### src/flm_pkg.sv
// Shared types and constants for the fault latch and reset manager
package flm_pkg;

  // ==========================================================
  // Reset mode, fault category and control channel encodings
  // ==========================================================
  typedef enum logic [1:0] {
    FLM_MODE_MANUAL,
    FLM_MODE_AUTO,
    FLM_MODE_REMOTE
  } flm_mode_t;

  typedef enum logic [2:0] {
    FLM_CAT_DIAG,
    FLM_CAT_WIRING,
    FLM_CAT_INTERNAL,
    FLM_CAT_THERMAL,
    FLM_CAT_PROTECT,
    FLM_CAT_COMM
  } flm_cat_t;

  typedef enum logic [1:0] {
    FLM_CH_TERMINAL,
    FLM_CH_PANEL,
    FLM_CH_NETWORK
  } flm_chan_t;

  // ==========================================================
  // Reset values and sizes
  // ==========================================================
  localparam flm_mode_t MODE_RESET = FLM_MODE_MANUAL;
  localparam int NUM_FAULTS = 8;
  localparam int TIMEOUT_W = 16;
  localparam int CAP_W = 8;

  // ==========================================================
  // Timing: countdowns step once per tick
  // ==========================================================
  localparam int CLK_PERIOD_NS = 10;
  localparam int TICK_PERIOD_NS = 1000000;
  localparam int TICK_CYCLES = TICK_PERIOD_NS / CLK_PERIOD_NS;

endpackage

### src/flm_tick_div.sv
// Free running divider that makes the countdown tick
module flm_tick_div #(
  parameter int DIV = flm_pkg::TICK_CYCLES
) (
  input wire logic ref_clk, // System clock
  input wire logic rstn,    // Async reset, active low
  output logic tick         // One cycle pulse every DIV cycles
);
  import flm_pkg::*;

  localparam int CW = (DIV > 1) ? $clog2(DIV) : 1;
  localparam logic [CW-1:0] LAST = CW'(DIV - 1);

  logic [CW-1:0] cnt_q;

  // ==========================================================
  // Divider counter
  // ==========================================================
  // Wraps at LAST so the tick period is exactly DIV cycles
  always_ff @(posedge ref_clk or negedge rstn) begin
    if (!rstn) begin
      cnt_q <= '0;
      tick <= 1'b0;
    end else begin
      tick <= (cnt_q == LAST);
      cnt_q <= (cnt_q == LAST) ? '0 : cnt_q + 1'b1;
    end
  end

endmodule

### src/flm_fault_slot.sv
// One latched fault with its reset timeout countdown
module flm_fault_slot #(
  parameter int TW = flm_pkg::TIMEOUT_W
) (
  input wire logic ref_clk,          // System clock
  input wire logic rstn,             // Async reset, active low
  input wire logic detect,           // Fault condition with response taken
  input wire logic restore_load,     // First cycle after power-up
  input wire logic restore_val,      // Retained state from storage
  input wire logic clr_now,          // Power cycle clear, no countdown
  input wire logic clr_req,          // Qualified reset request
  input wire logic tick,             // Countdown step
  input wire logic [TW-1:0] timeout, // Reset timeout, zero for none
  output logic latched,              // Fault is latched
  output logic cnt_zero              // Countdown has expired
);
  import flm_pkg::*;

  logic [TW-1:0] cnt_q;
  logic newly;

  assign newly = detect & ~latched;
  assign cnt_zero = (cnt_q == '0);

  // ==========================================================
  // Latch
  // ==========================================================
  // Detection wins over any clear in the same cycle
  always_ff @(posedge ref_clk or negedge rstn) begin
    if (!rstn) begin
      latched <= 1'b0;
    end else if (restore_load) begin
      latched <= detect | restore_val;
    end else if (detect) begin
      latched <= 1'b1;
    end else if (clr_now | (clr_req & cnt_zero)) begin
      latched <= 1'b0;
    end
  end

  // ==========================================================
  // Reset timeout countdown
  // ==========================================================
  // Restarted on every new latch, also for restored faults
  always_ff @(posedge ref_clk or negedge rstn) begin
    if (!rstn) begin
      cnt_q <= '0;
    end else if (newly | (restore_load & restore_val)) begin
      cnt_q <= timeout;
    end else if (tick & ~cnt_zero) begin
      cnt_q <= cnt_q - 1'b1;
    end
  end

  a_hold_latch: assert property (@(posedge ref_clk) disable iff (!rstn)
    latched & ~clr_now & ~clr_req & ~restore_load |=> latched)
    else $error("latched fault cleared without reset");
  a_timeout_block: assert property (@(posedge ref_clk) disable iff (!rstn)
    latched & clr_req & ~clr_now & ~cnt_zero & ~restore_load |=> latched)
    else $error("reset taken before timeout expired");

endmodule

### src/flm_reset_mgr.sv
// Fault latching and reset arbitration for a motor protection relay
// How it works
// - A latched fault stays latched until an accepted reset clears it.
// - Reset mode is manual, automatic or remote; manual after reset.
// - Mode change is refused while any fault is latched.
// - Resets come from power, button, keypad, tool, input, network, auto.
// - Thermal faults clear only after countdown and capacity below threshold.
// - A fault with a timeout ignores all but power cycle resets until it reaches zero.
// - Internal faults clear only on a power cycle.
// - Diagnostic, wiring and internal faults are lost at power loss; others kept.
// - Automatic reset never clears internal, diagnostic or wiring faults.
// - Any local reset clears wiring and diagnostic faults.
// - Network reset clears diagnostic faults only on the network channel.
// - Network reset never clears wiring faults.
// - Two-wire with run held: accepted reset restarts motor at once.
// - In manual mode all network resets are ignored.
module flm_reset_mgr #(
  parameter int NF = flm_pkg::NUM_FAULTS,
  parameter int TW = flm_pkg::TIMEOUT_W,
  parameter int CW = flm_pkg::CAP_W,
  parameter int TICK_CYCLES = flm_pkg::TICK_CYCLES
) (
  input wire logic ref_clk,                         // System clock
  input wire logic rstn,                            // Async reset, active low
  input wire logic [NF-1:0] fault_detect,           // Fault conditions
  input wire flm_pkg::flm_cat_t [NF-1:0] fault_cat, // Category of each fault
  input wire logic [NF-1:0][TW-1:0] fault_timeout,  // Reset timeouts in ticks
  input wire logic [NF-1:0] nv_restore,             // Stored faults at power-up
  input wire logic power_cycle,                     // Control power returned
  input wire logic rst_front_btn,                   // Front reset button
  input wire logic rst_panel_key,                   // Panel keypad reset
  input wire logic rst_panel_tool,                  // Panel engineering tool
  input wire logic rst_logic_in,                    // Dedicated reset input
  input wire logic rst_net,                         // Network reset command
  input wire logic rst_auto,                        // Automatic reset request
  input wire flm_pkg::flm_chan_t ctrl_chan,         // Active control channel
  input wire logic [CW-1:0] thermal_used,           // Used thermal capacity
  input wire logic [CW-1:0] thermal_thr,            // Thermal reset threshold
  input wire logic mode_wr,                         // Mode write strobe
  input wire logic [1:0] mode_wr_val,               // Requested reset mode
  input wire logic two_wire,                        // Two-wire control
  input wire logic run_req,                         // Run request or start
  input wire logic stop_req,                        // Stop, three-wire only
  output flm_pkg::flm_mode_t reset_mode,            // Current reset mode
  output logic mode_rejected,                       // Mode write refused
  output logic [NF-1:0] fault_latched,              // Latched faults
  output logic fault_any,                           // Fault indication
  output logic [NF-1:0] nv_keep,                    // Faults to retain
  output logic reset_done,                          // A fault was cleared
  output logic motor_out                            // Motor output enable
);
  import flm_pkg::*;

  logic tick;
  logic boot_done_q;
  logic restore_load;
  logic local_rst;
  logic net_ok;
  logic auto_ok;
  logic thermal_ok;
  logic any_now;
  logic run3_q;
  logic only_net;
  logic only_auto;
  logic [NF-1:0] clr_now;
  logic [NF-1:0] clr_req;
  logic [NF-1:0] cnt_zero;
  logic [NF-1:0] retain;
  logic [NF-1:0] clearing;

  // ==========================================================
  // Countdown tick
  // ==========================================================
  flm_tick_div #(
    .DIV(TICK_CYCLES)
  ) u_tick (
    .ref_clk(ref_clk),
    .rstn(rstn),
    .tick(tick)
  );

  // ==========================================================
  // Power-up
  // ==========================================================
  // Stored faults are loaded in the first cycle after release;
  // loading them under reset would sample a port asynchronously
  always_ff @(posedge ref_clk or negedge rstn) begin
    if (!rstn) begin
      boot_done_q <= 1'b0;
    end else begin
      boot_done_q <= 1'b1;
    end
  end

  assign restore_load = ~boot_done_q;

  // ==========================================================
  // Reset source qualification
  // ==========================================================
  assign local_rst = rst_front_btn | rst_panel_key | rst_panel_tool | rst_logic_in;
  assign net_ok = rst_net & (reset_mode != FLM_MODE_MANUAL);
  assign auto_ok = rst_auto & (reset_mode == FLM_MODE_AUTO);
  assign thermal_ok = (thermal_used < thermal_thr);
  assign only_net = rst_net & ~local_rst & ~power_cycle & ~rst_auto;
  assign only_auto = rst_auto & ~local_rst & ~power_cycle & ~rst_net;

  // Per-fault clear terms by category; unknown codes never clear
  always_comb begin
    for (int i = 0; i < NF; i++) begin
      clr_now[i] = 1'b0;
      clr_req[i] = 1'b0;
      retain[i] = 1'b0;
      unique case (fault_cat[i])
        FLM_CAT_DIAG: begin
          clr_now[i] = power_cycle;
          clr_req[i] = local_rst | (net_ok & (ctrl_chan == FLM_CH_NETWORK));
        end
        FLM_CAT_WIRING: begin
          clr_now[i] = power_cycle;
          clr_req[i] = local_rst;
        end
        FLM_CAT_INTERNAL: begin
          clr_now[i] = power_cycle;
        end
        FLM_CAT_THERMAL: begin
          clr_req[i] = (local_rst | net_ok | auto_ok) & thermal_ok;
          retain[i] = 1'b1;
        end
        FLM_CAT_PROTECT, FLM_CAT_COMM: begin
          clr_req[i] = local_rst | net_ok | auto_ok;
          retain[i] = 1'b1;
        end
        default: begin
          clr_req[i] = 1'b0;
        end
      endcase
    end
  end

  // ==========================================================
  // Fault slots
  // ==========================================================
  for (genvar g = 0; g < NF; g++) begin : g_slot
    flm_fault_slot #(
      .TW(TW)
    ) u_slot (
      .ref_clk(ref_clk),
      .rstn(rstn),
      .detect(fault_detect[g]),
      .restore_load(restore_load),
      .restore_val(nv_restore[g] & retain[g]),
      .clr_now(clr_now[g]),
      .clr_req(clr_req[g]),
      .tick(tick),
      .timeout(fault_timeout[g]),
      .latched(fault_latched[g]),
      .cnt_zero(cnt_zero[g])
    );

    a_internal_pc: assert property (@(posedge ref_clk) disable iff (!rstn)
      boot_done_q & fault_latched[g] & (fault_cat[g] == FLM_CAT_INTERNAL) & ~power_cycle
      |=> fault_latched[g])
      else $error("internal fault cleared without power cycle");
    a_power_keep: assert property (@(posedge ref_clk) disable iff (!rstn)
      restore_load & nv_restore[g] & retain[g] |=> fault_latched[g])
      else $error("retained fault lost at power-up");
    a_pc_drop: assert property (@(posedge ref_clk) disable iff (!rstn)
      boot_done_q & power_cycle & ~fault_detect[g]
      & (fault_cat[g] inside {FLM_CAT_DIAG, FLM_CAT_WIRING}) |=> ~fault_latched[g])
      else $error("diagnostic or wiring fault kept over power cycle");
    a_auto_block: assert property (@(posedge ref_clk) disable iff (!rstn)
      boot_done_q & only_auto & fault_latched[g]
      & (fault_cat[g] inside {FLM_CAT_INTERNAL, FLM_CAT_DIAG, FLM_CAT_WIRING})
      |=> fault_latched[g])
      else $error("automatic reset cleared a blocked category");
    a_local_wiring: assert property (@(posedge ref_clk) disable iff (!rstn)
      boot_done_q & local_rst & fault_latched[g] & cnt_zero[g] & ~fault_detect[g]
      & (fault_cat[g] inside {FLM_CAT_DIAG, FLM_CAT_WIRING}) |=> ~fault_latched[g])
      else $error("local reset did not clear wiring or diagnostic fault");
    a_net_diag: assert property (@(posedge ref_clk) disable iff (!rstn)
      boot_done_q & only_net & fault_latched[g] & (fault_cat[g] == FLM_CAT_DIAG)
      & (ctrl_chan != FLM_CH_NETWORK) |=> fault_latched[g])
      else $error("network reset cleared diagnostic fault off network channel");
    a_net_wiring: assert property (@(posedge ref_clk) disable iff (!rstn)
      boot_done_q & only_net & fault_latched[g] & (fault_cat[g] == FLM_CAT_WIRING)
      |=> fault_latched[g])
      else $error("network reset cleared wiring fault");
    a_net_manual: assert property (@(posedge ref_clk) disable iff (!rstn)
      boot_done_q & only_net & fault_latched[g] & (reset_mode == FLM_MODE_MANUAL)
      |=> fault_latched[g])
      else $error("network reset accepted in manual mode");
    a_thermal_hold: assert property (@(posedge ref_clk) disable iff (!rstn)
      boot_done_q & ~power_cycle & fault_latched[g] & (fault_cat[g] == FLM_CAT_THERMAL)
      & ~thermal_ok |=> fault_latched[g])
      else $error("thermal fault cleared above threshold");
    a_thermal_clear: assert property (@(posedge ref_clk) disable iff (!rstn)
      boot_done_q & rst_front_btn & fault_latched[g] & (fault_cat[g] == FLM_CAT_THERMAL)
      & thermal_ok & cnt_zero[g] & ~fault_detect[g] |=> ~fault_latched[g])
      else $error("qualified thermal reset not taken");

    // Positive cases: a dead network or automatic path would pass every hold check above
    a_net_remote: assert property (@(posedge ref_clk) disable iff (!rstn)
      boot_done_q & only_net & fault_latched[g] & cnt_zero[g] & ~fault_detect[g]
      & (fault_cat[g] == FLM_CAT_DIAG) & (ctrl_chan == FLM_CH_NETWORK)
      & (reset_mode != FLM_MODE_MANUAL) |=> ~fault_latched[g])
      else $error("network reset ignored for diagnostic fault on network channel");
    a_auto_clear: assert property (@(posedge ref_clk) disable iff (!rstn)
      boot_done_q & only_auto & fault_latched[g] & cnt_zero[g] & ~fault_detect[g]
      & (reset_mode == FLM_MODE_AUTO) & (fault_cat[g] inside {FLM_CAT_PROTECT, FLM_CAT_COMM})
      |=> ~fault_latched[g])
      else $error("automatic reset ignored in automatic mode");
  end

  // ==========================================================
  // Indication and retention
  // ==========================================================
  assign any_now = |fault_latched;
  assign clearing = fault_latched & ~fault_detect & (clr_now | (clr_req & cnt_zero));

  // Indication lags the latches by one cycle, so it stays up while
  // any fault that did not qualify remains
  always_ff @(posedge ref_clk or negedge rstn) begin
    if (!rstn) begin
      fault_any <= 1'b0;
      nv_keep <= '0;
      reset_done <= 1'b0;
    end else begin
      fault_any <= any_now;
      nv_keep <= fault_latched & retain;
      reset_done <= boot_done_q & (|clearing);
    end
  end

  a_indicate: assert property (@(posedge ref_clk) disable iff (!rstn)
    any_now |=> fault_any)
    else $error("fault indication dropped with a fault latched");
  // The done pulse must follow every clear, not just appear now and then
  a_done_pulse: assert property (@(posedge ref_clk) disable iff (!rstn)
    boot_done_q & (|clearing) |=> reset_done)
    else $error("fault cleared without done pulse");

  // ==========================================================
  // Reset mode
  // ==========================================================
  // Writes of the unused code are refused like a locked write
  always_ff @(posedge ref_clk or negedge rstn) begin
    if (!rstn) begin
      reset_mode <= MODE_RESET;
      mode_rejected <= 1'b0;
    end else begin
      mode_rejected <= 1'b0;
      if (mode_wr) begin
        if (any_now || mode_wr_val > 2'(FLM_MODE_REMOTE)) begin
          mode_rejected <= 1'b1;
        end else begin
          reset_mode <= flm_mode_t'(mode_wr_val);
        end
      end
    end
  end

  a_mode_init: assert property (@(posedge ref_clk) disable iff (!rstn)
    ~boot_done_q |-> reset_mode == FLM_MODE_MANUAL)
    else $error("reset mode not manual after reset");
  a_mode_locked: assert property (@(posedge ref_clk) disable iff (!rstn)
    mode_wr & any_now |=> $stable(reset_mode) && mode_rejected)
    else $error("mode changed while faults latched");
  // Only three modes exist, so the spare code must never reach the register
  a_mode_illegal: assert property (@(posedge ref_clk) disable iff (!rstn)
    mode_wr & (mode_wr_val == 2'h3) |=> $stable(reset_mode) && mode_rejected)
    else $error("illegal reset mode accepted");

  // ==========================================================
  // Motor output
  // ==========================================================
  // Three-wire needs a fresh start after a fault; two-wire follows
  // the held run request, so a reset restarts the motor at once
  always_ff @(posedge ref_clk or negedge rstn) begin
    if (!rstn) begin
      run3_q <= 1'b0;
    end else if (any_now | stop_req) begin
      run3_q <= 1'b0;
    end else if (run_req) begin
      run3_q <= 1'b1;
    end
  end

  always_ff @(posedge ref_clk or negedge rstn) begin
    if (!rstn) begin
      motor_out <= 1'b0;
    end else begin
      motor_out <= ~any_now & (two_wire ? run_req : run3_q);
    end
  end

  a_two_wire: assert property (@(posedge ref_clk) disable iff (!rstn)
    two_wire & run_req & $fell(any_now) |=> motor_out)
    else $error("two-wire motor not restarted after reset");
  a_motor_off: assert property (@(posedge ref_clk) disable iff (!rstn)
    any_now |=> ~motor_out)
    else $error("motor enabled with a fault latched");
  // Three-wire must not restart on its own once the start latch is gone
  a_three_wire: assert property (@(posedge ref_clk) disable iff (!rstn)
    ~two_wire & ~run3_q & ~run_req |=> ~motor_out)
    else $error("three-wire motor restarted without a start");

endmodule

### config.mk
export PLATFORM = sky130hd
export DESIGN_NAME = flm_reset_mgr
export DESIGN_NICKNAME = d
export VERILOG_FILES = /design/src/flm_pkg.sv /design/src/flm_tick_div.sv /design/src/flm_fault_slot.sv /design/src/flm_reset_mgr.sv
export SDC_FILE = /design/constraint.sdc
export NUM_CORES = 1
export LEC_CHECK = 0
export ABC_AREA = 1
export BUFFER_PORTS_ARGS = -buffer_cell sky130_fd_sc_hd__buf_4
export CORE_MARGIN = 8
export CORE_UTILIZATION = 61
export DETAILED_ROUTE_END_ITERATION = 10
export PLACE_DENSITY = 0.87
export REMOVE_ABC_BUFFERS = 1
export SLEW_MARGIN = 20
export SYNTH_ARGS = -nofsm -noshare
export SYNTH_HDL_FRONTEND = slang
export SYNTH_SLANG_ARGS = --single-unit
### constraint.sdc
create_clock -name ref_clk -period 4.5 [get_ports ref_clk]
set_clock_uncertainty 0.2 [all_clocks]
set_input_delay 0.675 -clock ref_clk [delete_from_list [all_inputs] [get_ports ref_clk]]
set_output_delay 0.675 -clock ref_clk [all_outputs]
set_load 0.05 [all_outputs]
### After elaboration in Yosys (flattened, before gate mapping)

Cells that the tools add are included.

* add/sub/neg operators: 9
* order comparisons: 2
* eq/ne operators: 51
* mux-type cells: 70
* bitwise gates (word level): 102
* reduce and logical (&&, ||, !) cells: 54

Operators with widths (count)
* $mux W16: 16
* $logic_not A16 Y1: 8
* $sub A16 B1 Y16 const B: 8
* $eq A3 B2 Y1 const B: 16
* $eq A3 B3 Y1 const B: 16
* $reduce_or A3 Y1: 16
* $and A1 B1 Y1: 46
* $mux W1: 45
* $and A8 B8 Y8: 4
* $pmux W1 S4: 8
* $or A1 B1 Y1: 31
* $eq A3 B1 Y1 const B: 8
* $logic_not A3 Y1: 8
* $ne A3 B2 Y1 const B: 8
* $reduce_bool A2 Y1: 10
* $not A1 Y1: 19
* $add A17 B1 Y17 const B: 1
* $eq A17 B17 Y1 const B: 1
* $mux W17: 1
* $reduce_or A2 Y1: 8
* $reduce_or A8 Y1: 2
* $lt A8 B8 Y1: 1
* $not A8 Y8: 1
* $or A8 B8 Y8: 1
* other kinds (5): 5

* flip-flop bits (word level): 170
* bits of input ports: 201
* output and inout port bits: 22
* word-level logic and storage cells: 314

### Depth between registers and ports, before layout

Gate-level depths: netlist (run 1).

* depth in word-level cells: 12
* mapped depth: 15
* depth with buffers taken out: 15

### Hierarchy

A second synthesis (run 1) with hierarchy kept.

* cell total of the unflattened synthesis: 2055
* area total of the unflattened synthesis: 13636.8 µm²

By module, submodules not included
* flm_fault_slot: times used 8, cells an instance 204, area an instance 1372.6 µm², sequential area each 425.4 µm²
* flm_reset_mgr: times used 1, cells an instance 279, area an instance 1612.8 µm², sequential area each 400.4 µm²
* flm_tick_div: times used 1, cells an instance 144, area an instance 1043.5 µm², sequential area each 450.4 µm²

### Worst setup path after synthesis (run 1)

OpenSTA, ideal clock, no wires.

* path type: input port to flip-flop
* start: input port thermal_thr[7]
* end: register reset_done
* library setup time: 0.077 ns
* data arrival time: 1.928 ns
* slack: 2.294 ns
* stages on the path: 15
* buffers on the path: 0
* cells stage by stage: inv_1 > ha_1 > nand2_1 > inv_1 > nand2_1 > nand2_1 > a21oi_2 > nand3_1 > nand2_1 > nand2_1 > nand2_1 > nand2_1 > nand2_1 > nor2_1 > a21oi_1

* longest elaborated chain between the ends: 8

Ends and longest elaborated chain
* from (decl): RTL line flm_reset_mgr.sv:38 `input wire logic [CW-1:0] thermal_thr,`
* $lt A8 B8 Y1 *: RTL line flm_reset_mgr.sv:103 `assign thermal_ok = (thermal_used < thermal_thr);`
* $and A1 B1 Y1 *: RTL line flm_reset_mgr.sv:126 `clr_req[i] = (local_rst | net_ok | auto_ok) & thermal_ok;`
* $pmux W1 S4: RTL line flm_reset_mgr.sv:113 `unique case (fault_cat[i])`
* $and A8 B8 Y8 *: RTL line flm_reset_mgr.sv:218 `assign clearing = fault_latched & ~fault_detect & (clr_now | (clr_req & cnt_zero));`
* $or A8 B8 Y8 *: RTL line flm_reset_mgr.sv:218
* $and A8 B8 Y8 *: RTL line flm_reset_mgr.sv:218
* $reduce_or A8 Y1 *: RTL line flm_reset_mgr.sv:230 `reset_done <= boot_done_q & (|clearing);`
* $and A1 B1 Y1 *: RTL line flm_reset_mgr.sv:230
* to (signal assigned): RTL line flm_reset_mgr.sv:230
* to (decl): RTL line flm_reset_mgr.sv:49 `output logic reset_done,`

Every way passes the cells marked *; elsewhere a longest branch is shown, timed or not.
A chain may end at the register's enable or synchronous reset.

### Worst setup path after layout (run 1)

* start: register g_slot[6].u_slot.cnt_q[0]
* end: register g_slot[6].u_slot.cnt_q[6]

* longest elaborated chain between the ends: 4

Ends and longest elaborated chain
* from (decl): RTL line flm_fault_slot.sv:19 `logic [TW-1:0] cnt_q;`
* from (signal assigned): RTL line flm_fault_slot.sv:49 `cnt_q <= timeout;`
* from (signal assigned): RTL line flm_fault_slot.sv:51 `cnt_q <= cnt_q - 1'b1;`
* branches (longest 4 deep; another with $sub A16 B1 Y16)

Parallel ways; which one is timed is not known. The select of a mux whose other input is x is not followed.

==> flow_summary.json, run 1 <==
{
  "synth.distinct_cells": 60,
  "p_leak_uw": 0.00646,
  "final_cell_mix": "344 x nand2_1, 226 x buf_4, 209 x nor2_1",
  "synthDominantCellAreaShare": 0.387,
  "h-tree-depth": 4,
  "synth_compound_area_frac": 0.152,
  "synth_top_family_by_area": "simple AND/OR/NAND/NOR gates",
  "place_ws_ns": 1.46,
  "final_util": 0.748,
  "synthAdderAreaFrac": 0.0182,
  "arrival_ns": 2.96,
  "cts_inserted_buffers": 17,
  "antenna_found_initial": 4,
  "fmax_ghz": 0.351,
  "gp_congestion": 0.928,
  "cts_setup_buffers": 0,
  "num_vias": 11200,
  "grt_max_degree": 110,
  "swShare": 0.358,
  "seqCellArea_sq_um": 4250,
  "slew_headroom": 0.332,
  "initial_core_util": 0.616,
  "critPathCaptureType": "flip-flop",
  "synth_area_leaders": "dfrtp_1 39%, nand2_1 12%, nor2_1 7.1%",
  "dieArea_sq_um": 22600,
  "io_buffers": 222,
  "min_period_ns": 2.85,
  "ctsHoldBuffers": 0,
  "hold_viol": 0,
  "p_per_area_nw_per_um2": 379,
  "first_iter_violations": 874,
  "nFillCells": 1384,
  "track_usage": 0.287,
  "cts_tree": "done",
  "synth_ff_type": "dfrtp_1",
  "worstMarginPinSlew_ns": 1.00,
  "synthMuxAreaShare": 0.000911,
  "maxCapViolations": 0,
  "cts_buffer_depth": 2,
  "maxSlewViolCount": 0,
  "avgViaCountPerCell": 5.74,
  "seqPwrFrac": 0.414,
  "mostFrequentLayoutCell": "nand2_1",
  "nets": 1930,
  "wirelength_microns": 32400,
  "diodes": 0,
  "syn_area_sq_um": 11000,
  "outcome": "finished, final reports clean",
  "die-width_microns": 150,
  "drc": 0,
  "async_flop_share": 1.00,
  "dr.pass1.iters": 6,
  "dp_hpwl_microns": 24200,
  "overflow": 0,
  "critPathLaunchType": "flip-flop",
  "cts.repair.resized": 0,
  "synth_cells": 1510,
  "synth.avg_cell_area_sq_um": 7.28,
  "drive_gt1_frac": 0.200,
  "setup-violations-final": 0,
  "multi_input_area_sq_um": 5760,
  "pin_count": 223,
  "row_count": 49,
  "setup.worst_path.class": "reg2reg",
  "synthToLayoutAreaGrowth_pct": 21.5,
  "fin_ws_ns": 1.65,
  "grt_pass1_wl_microns": 52300,
  "worstPathRequired_ns": 4.60,
  "synth_edf_count": 0,
  "clkSinkCount": 170,
  "routedWlPerCell_microns": 16.6,
  "worstSkewPairLatency_ns": 0.44,
  "core-area_sq_um": 17800,
  "synth_xor_area_frac": 0.0359,
  "die_h_microns": 150,
  "antenna_left": 0,
  "finalSetupTns_ns": 0,
  "first_global_vias": 10700,
  "ys_warn_count": 0,
  "clock_power_share": 0.300,
  "hp-class": "in2async",
  "yosysTopAreaCell": "dfrtp_1",
  "clk_pin_slew_ns": 0.07,
  "switching_power_uw": 1810,
  "synth_simple_gate_area_frac": 0.317,
  "crit_fanout": 26,
  "fin_crit_sh": 0.634,
  "internal_power_uw": 3250,
  "rsz0062_at_grt": "no",
  "seq_area_frac_synth": 0.387,
  "combPwrFrac": 0.286,
  "root_buffer": "clkbuf_16",
  "ir_worst_vdd_uv": 263,
  "ys_ff_latch": 170
}
==> synth_stat cells (12+ instances only) <==
library cell,instances
o21ai_1,50
nor4_1,13
nor3_1,28
o21ai_0,57
xor2_1,34
nand2_1,344
inv_2,29
inv_1,158
ha_1,16
o211ai_1,40
a31oi_1,22
buf_2,19
a21oi_1,46
nand3_1,95
nand4_1,27
nor2_1,209
o22ai_1,12
dfrtp_1,170
==> final timing paths <==
kind | endpoint | startpoint | slack (ns) | cells after the start
min in group ref_clk | run3_q | stop_req | 0.20 | 2
hold reg to reg | g_slot[4].u_slot.cnt_q[15] | g_slot[4].u_slot.cnt_q[15] | 0.29 | 2
max in group asynchronous | boot_done_q | rstn | 3.14 | 2
setup reg to reg | g_slot[6].u_slot.cnt_q[6] | g_slot[6].u_slot.cnt_q[0] | 1.65 | 9
hold / removal | g_slot[3].u_slot.cnt_q[2] | rstn | 0.11 | 1
setup / recovery | g_slot[6].u_slot.cnt_q[6] | g_slot[6].u_slot.cnt_q[0] | 1.65 | 9
==> layout make-up <==
| cell class | count | area share |
|---|---|---|
| multi-input combinational | 1107 | 0.432 |
| timing repair buffer | 228 | 0.130 |
| clock buffer | 18 | 0.0329 |
| tap | 229 | 0.0215 |
| sequential | 170 | 0.319 |
| clock inverter | 14 | 0.0118 |
| inverter | 189 | 0.0535 |
==> flip-flops by register name, indices dropped and copies added (netlist names) <==
register,cells
fault_any,1
mode_rejected,1
u_tick.cnt_q,17
boot_done_q,1
u_tick.tick,1
reset_done,1
motor_out,1
g_slot.u_slot.latched,8
g_slot.u_slot.cnt_q,128
reset_mode,2
run3_q,1
nv_keep,8
==> power groups by stage <==
stage / clock network (uW) / logic, uW / registers (uW)
2_1_floorplan: 0 / 960 / 2100
3_3_place_gp: 0 / 1370 / 2100
3_5_place_dp: 0 / 1420 / 2110
4_1_cts: 1540 / 1440 / 2090
5_1_grt: 1590 / 1630 / 2140
6_report: 1520 / 1450 / 2100
==> critical path, stage by stage, from the launching register on <==
cell and delay [ns]:
dfrtp_1 0.40, inv_1 0.11, ha_1 0.17, nand2_1 0.08, nor2_1 0.26, nand4_1 0.21
nor3_2 0.48, o21ai_2 0.41, a32oi_1 0.30, nand2_1 0.08
==> cells by family (layout without fill, tap and decap cells) <==
logic type	after synthesis	in the layout
flops	170	170
buf+inv	233	449
simple gates	773	773
mux	1	1
fa+ha+maj	16	16
compound gates	271	271
xor+xnor	45	45
other cells	1	1
==> through the flow <==
step / hold WS [ns] / power, uW / std cells / area (sq um)
after floorplan: 0.179 / 3060 / 1466 / 10700
after global placement: 0.263 / 3470 / 1923 / 12700
after detailed placement: 0.270 / 3530 / 1923 / 12700
after CTS: 0.186 / 5060 / 1955 / 13300
after global routing: 0.184 / 5360 / 1955 / 13300
final: 0.115 / 5060 / 1955 / 13300
==> layer usage <==
metal,track usage,routed length (microns)
met5,0,49
met4,0.126,1290
met3,0.0791,3000
met2,0.465,15200
met1,0.354,12800
Power figures use the tool's default switching activity.
==> run 2: changes to the inputs <==
CORE_UTILIZATION = 56   (was 61)
PLACE_DENSITY = 0.81   (was 0.87)
clock period = 2.9 ns   (was 4.5 ns; I/O delays follow)
==> run 2 against run 1 <==
Via count is 3.0% lower. Clock power is 53% higher. Global-route usage is 2.9 points lower. Hold slack worse by 0.096 ns. Sequential cell count stayed put. Setup slack worse by 1.2 ns. Critical endpoint is now g_slot[4].u_slot.cnt_q[15]. Highest routed layer is now met4.
==> flow_summary.json, run 2 (synthesis results as in run 1) <==
{
  "outcome": "finished, final reports clean",
  "crit_fanout": 18,
  "antenna_found_initial": 0,
  "critPathCaptureType": "flip-flop",
  "track_usage": 0.258,
  "rsz0062_at_grt": "no",
  "combPwrFrac": 0.285,
  "cpPeakStageDelay_ns": 0.57,
  "mostFrequentLayoutCell": "nand2_1",
  "h-tree-depth": 4,
  "grt_util_met1": 0.331,
  "final_util": 0.697,
  "cts_buffer_depth": 2,
  "synthToLayoutAreaGrowth_pct": 22.7,
  "regMostFlops": "g_slot.u_slot.cnt_q",
  "clkSinkCount": 170,
  "avgViaCountPerCell": 5.44,
  "routedWlPerCell_microns": 15.6,
  "gp_congestion": 0.926,
  "nets": 1941,
  "pin_count": 223,
  "seqPwrFrac": 0.418,
  "use_met3": 0.0657,
  "first_iter_violations": 798,
  "worstPathRequired_ns": 3.06,
  "cts_tree": "done",
  "top_regs": "g_slot.u_slot.cnt_q: 128 flops, u_tick.cnt_q: 17 flops",
  "initial_core_util": 0.568,
  "die_h_microns": 156,
  "crit_buf_inv": 3,
  "critPathLaunchType": "flip-flop",
  "seqCellArea_sq_um": 4250,
  "antenna_left": 0,
  "cts_inserted_buffers": 17,
  "p_per_area_nw_per_um2": 578,
  "internal_power_uw": 5020,
  "clk_pin_slew_ns": 0.08,
  "swShare": 0.355,
  "largest_register_ffs": 128,
  "overflow": 0,
  "grt_util_met2": 0.416,
  "io_buffers": 222,
  "grt-busiest-layer": "met2",
  "setup-violations-final": 0,
  "min_period_ns": 2.46,
  "grt_pass1_wl_microns": 51200,
  "hp-class": "in2reg",
  "multi_input_area_sq_um": 5760,
  "setup.worst_path.class": "reg2reg",
  "path_delay_family": "compound AO/OA/AOI/OAI gates",
  "dieArea_sq_um": 24400,
  "arrival_ns": 2.62,
  "core-area_sq_um": 19300,
  "cts.repair.resized": 0,
  "wirelength_microns": 31300,
  "dr.pass1.iters": 7,
  "dp_hpwl_microns": 23800,
  "slew_headroom": 0.349,
  "fmax_ghz": 0.407,
  "maxSlewViolCount": 0,
  "diodes": 0,
  "slowest_stage": "o21ai_2",
  "row_count": 51,
  "worstSkewPairLatency_ns": 0.43,
  "hold_viol": 0,
  "clock_power_share": 0.297,
  "finalSetupTns_ns": 0,
  "fin_crit_sh": 0.848,
  "num_vias": 10900,
  "drc": 0,
  "p_leak_uw": 0.00651,
  "grt_max_degree": 73,
  "nFillCells": 1611,
  "worstMarginPinSlew_ns": 0.977,
  "maxCapViolations": 0,
  "die-width_microns": 156,
  "root_buffer": "clkbuf_16",
  "final_cell_mix": "344 x nand2_1, 233 x buf_4, 209 x nor2_1",
  "path_cells": "inv_1, ha_1, inv_1, nor2_1, inv_2, nor2_2, nand3_1, nor2_2, o21ai_2, o21ai_0, o21bai_1, nand2_1",
  "first_global_vias": 10600,
  "ir_worst_vdd_uv": 391,
  "switching_power_uw": 2770,
  "drive_gt1_frac": 0.203
}
run 2: layout make-up:
type / instances / area share
timing repair buffer: 239 / 0.136
clock inverter: 14 / 0.0117
multi-input combinational: 1107 / 0.427
clock buffer: 18 / 0.0318
inverter: 189 / 0.0530
sequential: 170 / 0.316
tap: 265 / 0.0246
run 2: repair_timing:
| item | CTS | global route |
|---|---|---|
| endpoints found under the hold margin | 37 | 0 |
| hold buffers | 3 | 0 |
| setup buffers | 0 | 0 |
| setup endpoints to repair | 0 | 0 |
run 2: per-layer routing:
layer  vias to the layer above  routed length [microns]  part of all wire
met2                       398                    14600              0.47
li1                       5440                        -                 -
met5                         -                        0                 0
met4                         0                      923             0.030
met3                        56                     2480             0.079
met1                      4990                    13300              0.43
run 2: worst paths after layout:
check	from	end	slack, ns	depth (start not counted)
max	g_slot[4].u_slot.cnt_q[0]	g_slot[4].u_slot.cnt_q[15]	0.44	12
min	fault_timeout[40]	g_slot[2].u_slot.cnt_q[8]	0.02	3
max reg2reg	g_slot[4].u_slot.cnt_q[0]	g_slot[4].u_slot.cnt_q[15]	0.44	12
min reg2reg	g_slot[4].u_slot.cnt_q[15]	g_slot[4].u_slot.cnt_q[15]	0.29	2
max in group asynchronous	rstn	g_slot[1].u_slot.cnt_q[15]	1.49	3
min in group asynchronous	rstn	g_slot[3].u_slot.cnt_q[2]	0.26	2
run 2: power groups by stage:
stage	Sequential (uW)	Combinational, uW	Clock [uW]
floorplan	3250	1490	0
global placement	3270	2140	0
detailed placement	3280	2200	0
CTS	3240	2220	2340
global route	3320	2520	2440
finish	3250	2220	2320
run 2: metrics by stage:
stage               setup slack [ns]  std cells  area, sq um  hold WS (ns)  power, uW
floorplan                     0.0574       1466        10700       -0.0606       4740
global placement               0.418       1967        12900         0.160       5400
detailed placement             0.397       1967        12900         0.159       5480
CTS                            0.448       2002        13500       0.00802       7810
global route                   0.104       2002        13500        0.0265       8280
finish                         0.440       2002        13500        0.0184       7790
run 2: worst register-to-register path: stages (launching register included):
cell	delay, ns
dfrtp_1	0.39
inv_1	0.09
ha_1	0.24
inv_1	0.06
nor2_1	0.06
inv_2	0.06
nor2_2	0.04
nand3_1	0.11
nor2_2	0.07
o21ai_2	0.57
o21ai_0	0.24
o21bai_1	0.21
nand2_1	0.06
